==> config.mk <==
export PLATFORM = sky130hd
export DESIGN_NAME = object_control
export DESIGN_NICKNAME = d
export VERILOG_FILES = /design/src/shared/objctl_pkg.sv /design/src/hdl/req_counter.sv /design/src/hdl/close_gate.sv /design/src/hdl/object_control.sv
export SDC_FILE = /design/constraint.sdc
export NUM_CORES = 1
export LEC_CHECK = 0
export BUFFER_PORTS_ARGS = -buffer_cell sky130_fd_sc_hd__buf_4
export CAP_MARGIN = 20
export CELL_PAD_IN_SITES_DETAIL_PLACEMENT = 1
export CELL_PAD_IN_SITES_GLOBAL_PLACEMENT = 1
export CORE_MARGIN = 5
export CORE_UTILIZATION = 44
export DETAILED_ROUTE_END_ITERATION = 6
export PLACE_DENSITY = 0.89
export SYNTH_ARGS = -nofsm -noshare
export SYNTH_HDL_FRONTEND = slang
export SYNTH_SLANG_ARGS = --single-unit
==> constraint.sdc <==
create_clock -name CLK_IN -period 2.6 [get_ports CLK_IN]
set_input_delay 0.26 -clock CLK_IN [delete_from_list [all_inputs] [get_ports CLK_IN]]
set_output_delay 0.26 -clock CLK_IN [all_outputs]
set_load 0.02 [all_outputs]
==> src/shared/objctl_pkg.sv <==
// Constants, modes and states for the switchgear object control block.
// Assumes a 25 MHz system clock; all timing counts derive from it.
package objctl_pkg;

  localparam int unsigned CLK_HZ          = 25_000_000;
  localparam int unsigned PULSE_MAX_MS    = 200;
  localparam int unsigned TERM_TIMEOUT_MS = 10_000;
  localparam int unsigned PULSE_CYC       = (CLK_HZ / 1000) * PULSE_MAX_MS;
  localparam int unsigned TERM_CYC        = (CLK_HZ / 1000) * TERM_TIMEOUT_MS;
  localparam int unsigned CNT_W           = 32;
  localparam int unsigned TMR_W           = 32;

  typedef enum logic [1:0] {
    OBJ_WD_BREAKER,
    OBJ_BREAKER,
    OBJ_MAIN_DISC,
    OBJ_EARTH_DISC
  } obj_type_t;

  typedef enum logic [1:0] {
    RDY_NOT_USED,
    RDY_HIGH,
    RDY_LOW
  } rdy_mode_t;

  typedef enum logic [1:0] {
    POS_INTERMEDIATE,
    POS_OPEN,
    POS_CLOSED,
    POS_BAD
  } pos_t;

  localparam logic [2:0] WD_INTERMEDIATE = 3'h0;
  localparam logic [2:0] WD_CART_OUT     = 3'h1;
  localparam logic [2:0] WD_CART_IN      = 3'h2;
  localparam logic [2:0] WD_BAD          = 3'h3;
  localparam logic [2:0] WD_NOT_IN_USE   = 3'h4;

  function automatic pos_t decode_pos(input logic open_i, input logic closed_i);
    unique case ({open_i, closed_i})
      2'b00: decode_pos = POS_INTERMEDIATE;
      2'b10: decode_pos = POS_OPEN;
      2'b01: decode_pos = POS_CLOSED;
      2'b11: decode_pos = POS_BAD;
    endcase
  endfunction : decode_pos

endpackage : objctl_pkg

==> src/hdl/req_counter.sv <==
// Saturating request counter with synchronous clear.
// Assumes one increment pulse per request.
module req_counter
  import objctl_pkg::*;
#(
  parameter int unsigned W = CNT_W
) (
  input  wire logic         clk_in,
  input  wire logic         rst_n_in,
  input  wire logic         inc_in,
  input  wire logic         clr_in,
  output      logic [W-1:0] count_out
);

  typedef struct packed {
    logic [W-1:0] cnt;
  } cnt_state_t;

  cnt_state_t state_reg;
  cnt_state_t state_next;

  always_comb begin
    state_next = state_reg;
    if (clr_in) begin
      state_next.cnt = '0;
    end else if (inc_in && (state_reg.cnt != {W{1'b1}})) begin
      state_next.cnt = state_reg.cnt + 1'b1;
    end
  end

  always_ff @(posedge clk_in or negedge rst_n_in) begin
    if (!rst_n_in) begin
      state_reg <= '0;
    end else begin
      state_reg <= state_next;
    end
  end

  assign count_out = state_reg.cnt;

endmodule : req_counter

==> src/hdl/close_gate.sv <==
// Combinational permission checks for open and close commands.
// Assumes all inputs are synchronous levels.
module close_gate
  import objctl_pkg::*;
(
  input  obj_type_t      obj_kind_in,
  input  wire logic      sync_use_in,
  input  wire logic      sync_sel_ext_in,
  input  wire logic      sync_int_in,
  input  wire logic      sync_ext_in,
  input  rdy_mode_t      rdy_mode_in,
  input  wire logic      ready_in,
  input  wire logic      open_ilock_in,
  input  wire logic      close_ilock_in,
  output      logic      sync_ok_out,
  output      logic      ready_ok_out,
  output      logic      open_allowed_out,
  output      logic      close_allowed_out
);

  logic checks_apply;
  logic sync_perm;

  always_comb begin
    checks_apply = (obj_kind_in == OBJ_WD_BREAKER) || (obj_kind_in == OBJ_BREAKER);
    sync_perm    = sync_sel_ext_in ? sync_ext_in : sync_int_in;
    sync_ok_out  = !checks_apply || !sync_use_in || sync_perm;
    unique case (rdy_mode_in)
      RDY_HIGH: ready_ok_out = !checks_apply || ready_in;
      RDY_LOW:  ready_ok_out = !checks_apply || !ready_in;
      default:  ready_ok_out = 1'b1;
    endcase
    open_allowed_out  = (obj_kind_in != OBJ_EARTH_DISC) && !(checks_apply && open_ilock_in);
    close_allowed_out = (obj_kind_in != OBJ_EARTH_DISC) && sync_ok_out && ready_ok_out
                        && !(checks_apply && close_ilock_in);
  end

endmodule : close_gate

==> src/hdl/object_control.sv <==
// Top of the switchgear object control: status decode, command sequencing, statistics.
// Assumes position and command inputs are synchronous to CLK_IN and debounced.
module object_control
  import objctl_pkg::*;
#(
  parameter int unsigned PULSE_CYCLES = PULSE_CYC,
  parameter int unsigned TERM_CYCLES  = TERM_CYC
) (
  input  wire logic             CLK_IN,
  input  wire logic             RST_N_IN,
  input  obj_type_t             OBJ_TYPE_IN,
  input  wire logic             REMOTE_MODE_IN,
  input  wire logic             SYNC_USE_IN,
  input  wire logic             SYNC_SEL_EXT_IN,
  input  wire logic             SYNC_INT_IN,
  input  wire logic             SYNC_EXT_IN,
  input  rdy_mode_t             RDY_MODE_IN,
  input  wire logic             READY_IN,
  input  wire logic             OPEN_POS_IN,
  input  wire logic             CLOSED_POS_IN,
  input  wire logic             CART_INSERTED_INPUT_IN,
  input  wire logic             CART_REMOVED_INPUT_IN,
  input  wire logic             OPEN_ILOCK_IN,
  input  wire logic             CLOSE_ILOCK_IN,
  input  wire logic             LOCAL_OPEN_IN,
  input  wire logic             LOCAL_CLOSE_IN,
  input  wire logic             REMOTE_OPEN_IN,
  input  wire logic             REMOTE_CLOSE_IN,
  input  wire logic             APP_OPEN_IN,
  input  wire logic             APP_CLOSE_IN,
  input  wire logic             CLEAR_STATS_IN,
  output      logic             OPEN_CMD_OUT,
  output      logic             CLOSE_CMD_OUT,
  output      pos_t             BREAKER_STATUS_OUT,
  output      logic [2:0]       CART_STATUS_OUT,
  output      logic             OPEN_ALLOWED_OUT,
  output      logic             CLOSE_ALLOWED_OUT,
  output      logic             OBJ_READY_OUT,
  output      logic             SYNC_OK_OUT,
  output      logic             CLEAR_BUSY_OUT,
  output      logic             TIMEOUT_ERR_OUT,
  output      logic [CNT_W-1:0] OPEN_OK_CNT_OUT,
  output      logic [CNT_W-1:0] CLOSE_OK_CNT_OUT,
  output      logic [CNT_W-1:0] OPEN_FAIL_CNT_OUT,
  output      logic [CNT_W-1:0] CLOSE_FAIL_CNT_OUT
);

  typedef enum logic [1:0] {
    ST_IDLE,
    ST_PULSE,
    ST_WAIT
  } seq_t;

  typedef struct packed {
    seq_t             seq;
    logic             is_close;
    logic [TMR_W-1:0] pulse_tmr;
    logic [TMR_W-1:0] term_tmr;
    logic             open_cmd;
    logic             close_cmd;
    pos_t             pos;
    logic [2:0]       cart;
    logic             open_allowed;
    logic             close_allowed;
    logic             ready_ok;
    logic             sync_ok;
    logic             clr_busy;
    logic             clr_seen;
    logic             tout_err;
    logic             inc_open_ok;
    logic             inc_close_ok;
    logic             inc_open_fail;
    logic             inc_close_fail;
  } top_state_t;

  top_state_t state_reg;
  top_state_t state_next;

  logic sync_ok;
  logic ready_ok;
  logic open_allowed;
  logic close_allowed;
  logic open_req;
  logic close_req;
  logic target_reached;
  pos_t pos_now;

  close_gate u_gate (
    .obj_kind_in       (OBJ_TYPE_IN),
    .sync_use_in       (SYNC_USE_IN),
    .sync_sel_ext_in   (SYNC_SEL_EXT_IN),
    .sync_int_in       (SYNC_INT_IN),
    .sync_ext_in       (SYNC_EXT_IN),
    .rdy_mode_in       (RDY_MODE_IN),
    .ready_in          (READY_IN),
    .open_ilock_in     (OPEN_ILOCK_IN),
    .close_ilock_in    (CLOSE_ILOCK_IN),
    .sync_ok_out       (sync_ok),
    .ready_ok_out      (ready_ok),
    .open_allowed_out  (open_allowed),
    .close_allowed_out (close_allowed)
  );

  always_comb begin
    pos_now = decode_pos(OPEN_POS_IN, CLOSED_POS_IN);
    // Local/remote selection of command sources
    open_req  = APP_OPEN_IN || (REMOTE_MODE_IN ? REMOTE_OPEN_IN : LOCAL_OPEN_IN);
    close_req = APP_CLOSE_IN || (REMOTE_MODE_IN ? REMOTE_CLOSE_IN : LOCAL_CLOSE_IN);
    target_reached = state_reg.is_close ? (pos_now == POS_CLOSED) : (pos_now == POS_OPEN);
  end

  always_comb begin
    state_next                = state_reg;
    state_next.pos            = pos_now;
    state_next.open_allowed   = open_allowed;
    state_next.close_allowed  = close_allowed;
    state_next.ready_ok       = ready_ok;
    state_next.sync_ok        = sync_ok;
    state_next.inc_open_ok    = 1'b0;
    state_next.inc_close_ok   = 1'b0;
    state_next.inc_open_fail  = 1'b0;
    state_next.inc_close_fail = 1'b0;
    state_next.tout_err       = 1'b0;

    if (OBJ_TYPE_IN == OBJ_WD_BREAKER) begin
      unique case ({CART_INSERTED_INPUT_IN, CART_REMOVED_INPUT_IN})
        2'b00: state_next.cart = WD_INTERMEDIATE;
        2'b01: state_next.cart = WD_CART_OUT;
        2'b10: state_next.cart = WD_CART_IN;
        2'b11: state_next.cart = WD_BAD;
      endcase
    end else begin
      state_next.cart = WD_NOT_IN_USE;
    end

    // Clear takes one cycle, then busy stays low until the request is released and raised again
    state_next.clr_busy = 1'b0;
    if (CLEAR_STATS_IN && !state_reg.clr_seen) begin
      state_next.clr_busy = 1'b1;
      state_next.clr_seen = 1'b1;
    end else if (!CLEAR_STATS_IN) begin
      state_next.clr_seen = 1'b0;
    end

    unique case (state_reg.seq)
      ST_IDLE: begin
        state_next.pulse_tmr = '0;
        state_next.term_tmr  = '0;
        if (open_req) begin
          if (open_allowed) begin
            state_next.seq      = ST_PULSE;
            state_next.is_close = 1'b0;
            state_next.open_cmd = 1'b1;
          end else begin
            state_next.inc_open_fail = 1'b1;
          end
        end else if (close_req) begin
          if (close_allowed) begin
            state_next.seq       = ST_PULSE;
            state_next.is_close  = 1'b1;
            state_next.close_cmd = 1'b1;
          end else begin
            state_next.inc_close_fail = 1'b1;
          end
        end
      end
      ST_PULSE, ST_WAIT: begin
        state_next.pulse_tmr = state_reg.pulse_tmr + 1'b1;
        state_next.term_tmr  = state_reg.term_tmr + 1'b1;
        if (state_reg.pulse_tmr >= PULSE_CYCLES - 1) begin
          state_next.open_cmd  = 1'b0;
          state_next.close_cmd = 1'b0;
          state_next.seq       = ST_WAIT;
        end
        if (target_reached) begin
          state_next.open_cmd     = 1'b0;
          state_next.close_cmd    = 1'b0;
          state_next.seq          = ST_IDLE;
          state_next.inc_open_ok  = !state_reg.is_close;
          state_next.inc_close_ok = state_reg.is_close;
        end else if (state_reg.term_tmr >= TERM_CYCLES - 1) begin
          state_next.open_cmd       = 1'b0;
          state_next.close_cmd      = 1'b0;
          state_next.seq            = ST_IDLE;
          state_next.tout_err       = 1'b1;
          state_next.inc_open_fail  = !state_reg.is_close;
          state_next.inc_close_fail = state_reg.is_close;
        end
      end
      default: begin
        state_next.seq = ST_IDLE;
      end
    endcase
  end

  always_ff @(posedge CLK_IN or negedge RST_N_IN) begin
    if (!RST_N_IN) begin
      state_reg      <= '0;
      state_reg.cart <= WD_NOT_IN_USE;
    end else begin
      state_reg <= state_next;
    end
  end

  logic [3:0]       inc_vec;
  logic [CNT_W-1:0] cnt_arr [4];

  assign inc_vec = {state_reg.inc_close_fail, state_reg.inc_open_fail,
                    state_reg.inc_close_ok, state_reg.inc_open_ok};

  genvar gi;
  generate
    for (gi = 0; gi < 4; gi++) begin : g_cnt
      req_counter #(
        .W (CNT_W)
      ) u_cnt (
        .clk_in    (CLK_IN),
        .rst_n_in  (RST_N_IN),
        .inc_in    (inc_vec[gi]),
        .clr_in    (state_reg.clr_busy),
        .count_out (cnt_arr[gi])
      );
    end
  endgenerate

  assign OPEN_CMD_OUT       = state_reg.open_cmd;
  assign CLOSE_CMD_OUT      = state_reg.close_cmd;
  assign BREAKER_STATUS_OUT = state_reg.pos;
  assign CART_STATUS_OUT    = state_reg.cart;
  assign OPEN_ALLOWED_OUT   = state_reg.open_allowed;
  assign CLOSE_ALLOWED_OUT  = state_reg.close_allowed;
  assign OBJ_READY_OUT      = state_reg.ready_ok;
  assign SYNC_OK_OUT        = state_reg.sync_ok;
  assign CLEAR_BUSY_OUT     = state_reg.clr_busy;
  assign TIMEOUT_ERR_OUT    = state_reg.tout_err;
  assign OPEN_OK_CNT_OUT    = cnt_arr[0];
  assign CLOSE_OK_CNT_OUT   = cnt_arr[1];
  assign OPEN_FAIL_CNT_OUT  = cnt_arr[2];
  assign CLOSE_FAIL_CNT_OUT = cnt_arr[3];

endmodule : object_control

Yosys cells after proc, flatten, opt, wreduce, memory -nomap -nowiden:

Cells that the tools add are included.

* register bits after elaboration: 213
* word-level logic and storage cells: 149
* input bits: 25
* output and inout port bits: 141

* muxes and demuxes: 48
* reduce and logical (&&, ||, !) cells: 41
* equal/unequal tests: 29
* add/subtract/negate cells: 6
* $lt $le $gt $ge: 2

Operator list (number)
* two-way mux 32 bit: 8
* adder 32 x 1 -> 32 bit, second input constant: 6
* one-hot mux 66 bit (2 select lines): 1
* inequality test 32 bit, second input constant: 4
* >= comparator 32 x 23 -> 1 bit, second input constant: 1
* >= comparator 32 x 28 -> 1 bit, second input constant: 1
* two-way mux 1 bit: 19
* two-way mux 2 bit: 9
* two-way mux 3 bit: 6
* equality test 2 bit, second input constant: 7
* inequality test 2 bit, second input constant: 7
* nonzero test 2 bit: 7
* equality test 2 x 1 -> 1 bit, second input constant: 6
* one-hot mux 3 bit (4 select lines): 1
* AND reduction 4 bit: 3
* logical AND 1 bit: 11
* inequality test 3 bit, second input constant: 3
* zero test 2 bit: 4
* one-hot mux 2 bit (2 select lines): 2
* one-hot mux 2 bit (4 select lines): 1
* zero test 1 bit: 7
* logical OR 1 bit: 7
* AND reduction 5 bit: 1
* inequality test 4 bit, second input constant: 1
* other kinds (3): 3

Logic depth before layout (Yosys ltp):

Gate-level depths: netlist of the first run.

* depth after elaboration: 12
* gate-level depth with buffers: 8
* gate-level depth less buffers: 8

By module:

Synthesis of the first run repeated with hierarchy kept, for this count alone.

* cell total of the unflattened synthesis: 1242
* area, all modules: 11761.3 µm²

Modules (own cells, without submodules)
* req_counter (g_cnt[1].u_cnt ...): cells each 198, sequential area each 800.8 µm², instances 3, area each 1854.3 µm²
* object_control: cells each 445, sequential area each 2128.3 µm², instances 1, area each 4307.9 µm²
* req_counter (g_cnt[0].u_cnt): cells each 194, sequential area each 800.8 µm², instances 1, area each 1810.5 µm²
* close_gate: cells each 9, sequential area each 0.0 µm², instances 1, area each 80.1 µm²

Least setup slack after synthesis of the first run:

Ideal clock, no wire load.

* path kind: register to register
* start: register g_cnt[0].u_cnt.state_reg (netlist bit g_cnt[0].u_cnt.count_out[6])
* end: register g_cnt[0].u_cnt.state_reg (netlist bit g_cnt[0].u_cnt.count_out[9])
* data arrival time: 2170 ps
* buffers on the path: 1
* clock period less this slack: 2302 ps
* cell stages (with the launch flop): 8
* library setup time: 132 ps
* data required time: 2468 ps
* path slack: 298 ps
* path through: dfrtp_1 nand4_2 or4_4 o41a_1 buf_2 nand4_1 xor2_1 nor2_1

* word-level cells in the longest chain between the ends: 3
* elaborated cells between the ends (all ways): 6
* those cells by class: add/sub (1); eq/ne (1); mux (2); reduce/logical (2)

Ends and longest elaborated chain
* start: declaration: RTL line req_counter.sv:19 `cnt_state_t state_reg;`
* start signal: assignment: RTL line req_counter.sv:35 `state_reg <= state_next;`
* adder 32 x 1 -> 32 bit / inequality test 32 bit (equally long branches): RTL line req_counter.sv:27, req_counter.sv:26
* two-way mux 32 bit / logical AND 1 bit (equally long branches): RTL line req_counter.sv:26 `end else if (inc_in && (state_reg.cnt != {W{1'b1}})) begin`
* two-way mux 32 bit / nonzero test 2 bit (equally long branches)

Several ways; a longest one is shown, not always the timed one. The select of a mux whose other input is x is not followed.
A chain may end at the register's enable or synchronous reset.

Worst setup path in the final report of the first run:

* start: register g_cnt[0].u_cnt.state_reg (netlist bit g_cnt[0].u_cnt.count_out[6])
* end: register g_cnt[0].u_cnt.state_reg (netlist bit g_cnt[0].u_cnt.count_out[13])

Same word-level chain as after synthesis.

==> out/metrics.cfg, run 1 <==
[finish]
n_antenna_cell=0
fin_area_sq_um=13600
layout_commonest_cell=dfrtp_1
nNetsFinal=1388
final_cell_mix=211 x dfrtp_1, 193 x buf_4, 178 x nor2_1
syn_to_final_growth_pct=25.3
largest_reg_flops=128
layout-drive-gt1-share_pct=18.6

[global_routing]
grt_max_degree=77
overflow=0
grt_util_all_layers_pct=23.1
antenna_found_initial=0
grt_pass1_vias=10266
grt_pass1_wl_mm=54.6

[clock_tree]
clock-sinks=213
cts.htree.levels=1
cts-root-buf=clkbuf_16
path_clk_slew_ns=0.06
cts_tree=yes
numCtsBuffers=24
clock_latency_ns=0.53
cts_setup_buffers=0
cts_buffer_depth=3

[logic_synthesis]
synth_flop_cell=dfrtp_1
yosys-top-cells-area=dfrtp_1 49%, xor2_1 6.6%, nor2_1 6.2%
synth_cell_type_count=65
yosysTopAreaCellShare_pct=48.8
syn_nets=1194
avgSynthCellArea_sq_um=9.38
netlist_area_sq_um=10900
synthCells=1160
synth-async-reset-ratio_pct=100
ys_seq_area_share_pct=49.0
ys_warn_count=0
synth_seq_cells=213
synth_edf_count=0
yosys.area.top_type=dfrtp_1

[placed_design]
portBuffers=165
gp_congestion=0.812
dp_hpwl_mm=22.6
dpl-instance-area_sq_um=12700

[timing]
timing.fmax_mhz=409
rsz0062_at_grt=no
maxSlewViolCount=0
fin_crit_ns=2.44
period_share_pct=94.0
setup-tns-final_ns=0
skew_ns=0.0221
relSlewSlack_pct=50.2
hold_viol_final=0
whs_ns=0.0960
tightest_slew_ns=0.746
setup_violations=0

[worst_setup_path]
crit_path_start_kind=flip-flop
arrival_ns=2.84
crit_type=flip-flop to flip-flop
critPathRequiredTime_ns=3.00
path_max_fanout=9
worstSetupEndpointType=flip-flop

[pwr]
power.density_nw_per_um2=637
cellLeakagePower_nw=6.06
p_total_mw=8.67
ir_worst_vdd_uv=613

[run_status]
outcome=finished clean

[drt]
vias=9738
first_iter_violations=714
drc=0
wl_per_cell_um=19.7
wirelength_mm=33.3
firstDrtPassIters=5
ant_nets=0
routed_via_density=5.75

[floorplan]
ios=166
coreArea_sq_um=24300
fp.dieH_um=167
die_x_um=167
die-area_sq_um=28000
num_rows=57
start_util_pct=44.7

[run]
cap_viol_max_count=0

[min_path]
hold_path_class=input pin to flip-flop

layer usage:
layer / up-vias / routed length [um] / GRT usage (%)
met1: 4971 / 13900 / 28.9
li1: 4455 / - / -
met4: 0 / 1050 / 6.70
met3: 76 / 1260 / 3.23
met2: 236 / 17100 / 41.8
met5: - / 0 / 0
critical path: stages (launching register included):
cell and delay [ns]:
dfrtp_1 0.46, nand4_2 0.20, or4_4 0.62, o41a_1 0.59, nand3_1 0.16, xor2_1 0.21
nor2_1 0.08
final cells by class:
class / instances / area, sq um
multi-input combinational: 872 / 5250
fill: 2767 / 10700
clock inverter: 7 / 146
inverter: 34 / 128
tap: 324 / 405
clock buffer: 36 / 706
timing repair buffer: 209 / 1650
sequential: 213 / 5340
per-stage QoR:
stage	worst slack, ns	std cells	utilization (%)
2_1_floorplan	0.298	1160	-
3_3_place_gp	0.219	1641	52.1
3_5_place_dp	0.0893	1641	52.1
4_1_cts	0.0822	1695	56.0
5_1_grt	0.0124	1695	56.0
6_report	0.157	1695	56.0
logic make-up (layout without fill, tap and decap cells):
| kind of cell | Yosys count | in the layout | share of synthesized area [%] |
|---|---|---|---|
| DFF | 213 | 213 | 49.0 |
| AOI/OAI and AO/OA | 129 | 129 | 7.68 |
| and+or+nand+nor | 582 | 582 | 27.1 |
| buffers and inverters | 75 | 286 | 2.80 |
| xor gates and xnor gates | 144 | 144 | 11.6 |
| muxes | 8 | 8 | 0.782 |
| adders and majority gates | 9 | 9 | 1.04 |
power by group:
| part | internal (mW) | switching (mW) | total (mW) |
|---|---|---|---|
| Sequential | 3.44 | 0.165 | 3.60 |
| Combinational | 0.465 | 0.919 | 1.38 |
| Clock | 2.27 | 1.42 | 3.69 |
| Total | 6.17 | 2.50 | 8.67 |
timing repair:
action | 4_1_cts | 5_1_grt
gates resized for setup | 0 | 1
hold buffers | 11 | 0
endpoints found under the setup margin | 0 | 5
endpoints found under the hold margin | 80 | 0
cells in the mapped netlist, drive strengths merged, types with 2 or more instances:
master / number
a211oi: 3
nor3: 34
mux2: 4
xor2: 82
o211ai: 7
inv: 33
o311ai: 2
mux2i: 4
nand2: 88
nand4: 58
clkbuf: 32
nor3b: 3
nor2: 179
or4: 7
o41ai: 2
nand4b: 6
or2: 5
o31ai: 7
o21ai: 39
a21o: 2
xnor2: 62
a21oi: 44
dfrtp: 212
nor4: 18
ha: 9
nor2b: 8
a22o: 4
and3: 32
o32ai: 4
a31oi: 3
nand2b: 2
or3: 34
and2: 8
buf: 9
nand3: 76
and4: 20
path summary, 6_finish.rpt:
| check | startpoint | endpoint | slack (ns) | cells after the start |
|---|---|---|---|---|
| max | g_cnt[0].u_cnt.count_out[6] | g_cnt[0].u_cnt.count_out[13] | 0.16 | 6 |
| min reg2reg | state_reg[5] | CLEAR_BUSY_OUT | 0.39 | 1 |
| min in group asynchronous | RST_N_IN | g_cnt[0].u_cnt.count_out[17] | 0.30 | 2 |
| max in group asynchronous | RST_N_IN | TIMEOUT_ERR_OUT | 1.51 | 3 |
| max reg2reg | g_cnt[0].u_cnt.count_out[6] | g_cnt[0].u_cnt.count_out[13] | 0.16 | 6 |
| min | RDY_MODE_IN[1] | OBJ_READY_OUT | 0.1 | 3 |
Note: power is estimated with default switching activity, not from simulation.
==> run 2: changes to the inputs <==
--- a/config.mk
+++ b/config.mk
@@ -5,14 +5,16 @@
 export SDC_FILE = /design/constraint.sdc
 export NUM_CORES = 1
 export LEC_CHECK = 0
+export ABC_AREA = 1
 export BUFFER_PORTS_ARGS = -buffer_cell sky130_fd_sc_hd__buf_4
 export CAP_MARGIN = 20
 export CELL_PAD_IN_SITES_DETAIL_PLACEMENT = 1
 export CELL_PAD_IN_SITES_GLOBAL_PLACEMENT = 1
 export CORE_MARGIN = 5
-export CORE_UTILIZATION = 44
+export CORE_UTILIZATION = 42
 export DETAILED_ROUTE_END_ITERATION = 6
-export PLACE_DENSITY = 0.89
+export PLACE_DENSITY = 0.9
+export SETUP_SLACK_MARGIN = 0.5
 export SYNTH_ARGS = -nofsm -noshare
 export SYNTH_HDL_FRONTEND = slang
 export SYNTH_SLANG_ARGS = --single-unit
==> run 2 against run 1 <==
  * Non-clock buffer count is 21 higher
  * Setup slack better by 0.13 ns
  * Count of clock-buffer cells in the layout is 2 higher
  * Register-to-register slack better by 0.13 ns
  * Cell count is 52% higher
  * Hold slack better by 0.020 ns
  * Clock skew is 0.0087 ns lower
  * Largest cell class is now multi-input gates
  * Combinational power is 78% higher
  * Synthesized cell count is 68% higher
  * Die area is 26% higher
==> out/metrics.cfg, run 2 <==
[run_status]
outcome=finished clean

[timing]
hold_viol_final=0
rsz0062_at_grt=yes
maxSlewViolCount=0
fin_crit_ns=2.32
skew_ns=0.0134
relSlewSlack_pct=56.1
setup-tns-final_ns=0
setup_violations=0
period_share_pct=89.1
tightest_slew_ns=0.653
timing.fmax_mhz=432

[clock_tree]
cts.htree.levels=1
clock-sinks=213
cts_tree=yes
clock_latency_ns=0.55
cts-root-buf=clkbuf_16
path_clk_slew_ns=0.06
numCtsBuffers=27
cts_buffer_depth=3

[logic_synthesis]
synth_edf_count=0
synth_cell_type_count=48
syn_nets=1987
ys_warn_count=0
ys_seq_area_share_pct=40.3
synth_common_cells=572 x nand2_1, 300 x nor2_1, 212 x dfrtp_1, 212 x inv_1, 121 x nand3_1
synthCells=1953
synth_flop_cell=dfrtp_1
netlist_area_sq_um=13200
synth.most_common_cell=nand2_1
synth_seq_cells=213
yosys-top-cells-area=dfrtp_1 40%, nand2_1 16%, nor2_1 8.5%
yosysTopAreaCellShare_pct=40.1
yosys.area.top_type=dfrtp_1
avgSynthCellArea_sq_um=6.77
synth-async-reset-ratio_pct=100

[finish]
fill_cells=4085
largest_reg_flops=128
nNetsFinal=2195
syn_to_final_growth_pct=24.9
final_cell_mix=566 x nand2_1, 287 x nor2_1, 207 x inv_1, 207 x buf_4, 203 x dfrtp_1
layout_commonest_cell=nand2_1
final_cells=2584
layout-drive-gt1-share_pct=15.8
fin_area_sq_um=16500
n_antenna_cell=0

[placed_design]
dp_hpwl_mm=35.4
dpl-instance-area_sq_um=14900
gp_congestion=0.940
dp.cells=2492
portBuffers=165

[drt]
wirelength_mm=52.2
ant_nets=0
firstDrtPassIters=5
wl_per_cell_um=20.2
first_iter_violations=1163
vias=14850
drc=0
routed_via_density=5.75

[global_routing]
use_met1_pct=33.1
grt_pass1_vias=15346
overflow=0
grt_pass1_wl_mm=79.5
gr-max-usage-layer=met2
grt_max_degree=71
grtUsageMet2_pct=48.3
grtUsageMet3_pct=3.62
grt_util_all_layers_pct=27.0
antenna_found_initial=0

[worst_setup_path]
path_max_fanout=8
critPathRequiredTime_ns=3.01
crit_path_start_kind=flip-flop
worstSetupEndpointType=flip-flop
arrival_ns=2.72
crit_type=flip-flop to flip-flop

[pwr]
power.density_nw_per_um2=603
cellLeakagePower_nw=7.41
p_switching_mw=3.36
p_total_mw=9.96
ir_worst_vdd_uv=542
comb_power_share_pct=24.6
p_clk_share_pct=39.0
internal_power_mw=6.60
switching_share_pct=33.8
seqPwrFrac_pct=36.4

[floorplan]
start_util_pct=42.2
coreArea_sq_um=31300
fp.dieH_um=187
ios=166
die-area_sq_um=35100
die_x_um=187
num_rows=65

[run]
cap_viol_max_count=0

[min_path]
hold_path_class=input pin to flip-flop

==> run 2: changes by cell type after synthesis, moves of 13 or more <==
| cell | delta |
|---|---|
| xnor2_1 | -51 |
| or3_1 | -34 |
| nand4_1 | +13 |
| inv_1 | +179 |
| a21oi_1 | +21 |
| xor2_1 | -43 |
| o21ai_0 | +58 |
| and3_1 | -29 |
| and4_1 | -20 |
| nor3_1 | +67 |
| nand3_1 | +45 |
| nand2_1 | +484 |
| nor2_1 | +121 |
==> run 2: stage by stage <==
stage / util, % / setup slack (ns) / hold WS, ns
after detailed placement: 47.7 / 0.191 / 0.291
after CTS: 51.5 / 0.495 / 0.0632
after floorplan: - / 0.692 / -0.0356
after global placement: 47.7 / 0.343 / 0.292
after global routing: 52.7 / 0.213 / 0.134
final: 52.7 / 0.283 / 0.116
==> run 2: what timing repair did <==
action                                  CTS  global route
resized for setup                        26            62
hold buffers                             14             0
pin swaps                                 5            12
endpoints found under the setup margin   97           112
cloned                                    1             2
hold endpoints to repair                 75             0
setup buffers                             8            17
==> run 2: worst paths after layout <==
kind	cells past startpoint	end	start	slack, ns
setup / recovery	10	g_cnt[0].u_cnt.count_out[5]	g_cnt[0].u_cnt.count_out[12]	0.28
setup reg to reg	10	g_cnt[0].u_cnt.count_out[5]	g_cnt[0].u_cnt.count_out[12]	0.28
hold reg to reg	1	CLEAR_BUSY_OUT	state_reg[5]	0.40
hold / removal	4	OPEN_ALLOWED_OUT	OPEN_ILOCK_IN	0.12
min in group asynchronous	2	g_cnt[1].u_cnt.count_out[26]	RST_N_IN	0.30
max in group asynchronous	3	CART_STATUS_OUT[2]	RST_N_IN	1.46
==> run 2: layout make-up <==
class                   instances  area (sq um)  area share [%]
clock buffers                  38           747            4.52
clock inverters                12           155           0.940
inverters                     220           851            5.15
multi-input cells            1469          7040            42.7
flip-flops and latches        213          5340            32.4
well taps                     402           503            3.05
repair buffers                230          1870            11.3
==> run 2: cells by family after synthesis <==
family | share of synthesized area, %
AND/OR/NAND/NOR | 39.1
AO/OA/AOI/OAI | 8.16
adder cells (fa/ha/maj) | 0.852
buffers and inverters | 8.30
XOR/XNOR | 3.31
flip-flops | 40.3
==> run 2: routing by layer <==
layer | vias up | part of all wire (%) | wire [um]
met3 | 184 | 5.9 | 3060
li1 | 6728 | - | -
met1 | 7341 | 39 | 20300
met4 | 0 | 4.8 | 2520
met2 | 597 | 50 | 26300
met5 | - | 0 | 0
==> run 2: worst max-delay path, stage by stage (launching register included) <==
cell and delay [ns]:
dfrtp_1 0.44, nand2_1 0.12, nor2_1 0.25, nand2_1 0.11
nor2_2 0.16, nand2_1 0.09, nand2_2 0.16, clkinvlp_4 0.15
nor2_4 0.22, inv_2 0.13, o21ai_0 0.35
==> run 2: power groups by stage <==
stage | logic [mW] | registers (mW) | clock network (mW)
after floorplan | 1.22 | 3.71 | 0
after detailed placement | 2.07 | 3.68 | 0
after global placement | 1.99 | 3.66 | 0
after CTS | 2.23 | 3.62 | 3.93
final | 2.45 | 3.63 | 3.88
after global routing | 2.65 | 3.64 | 4.09
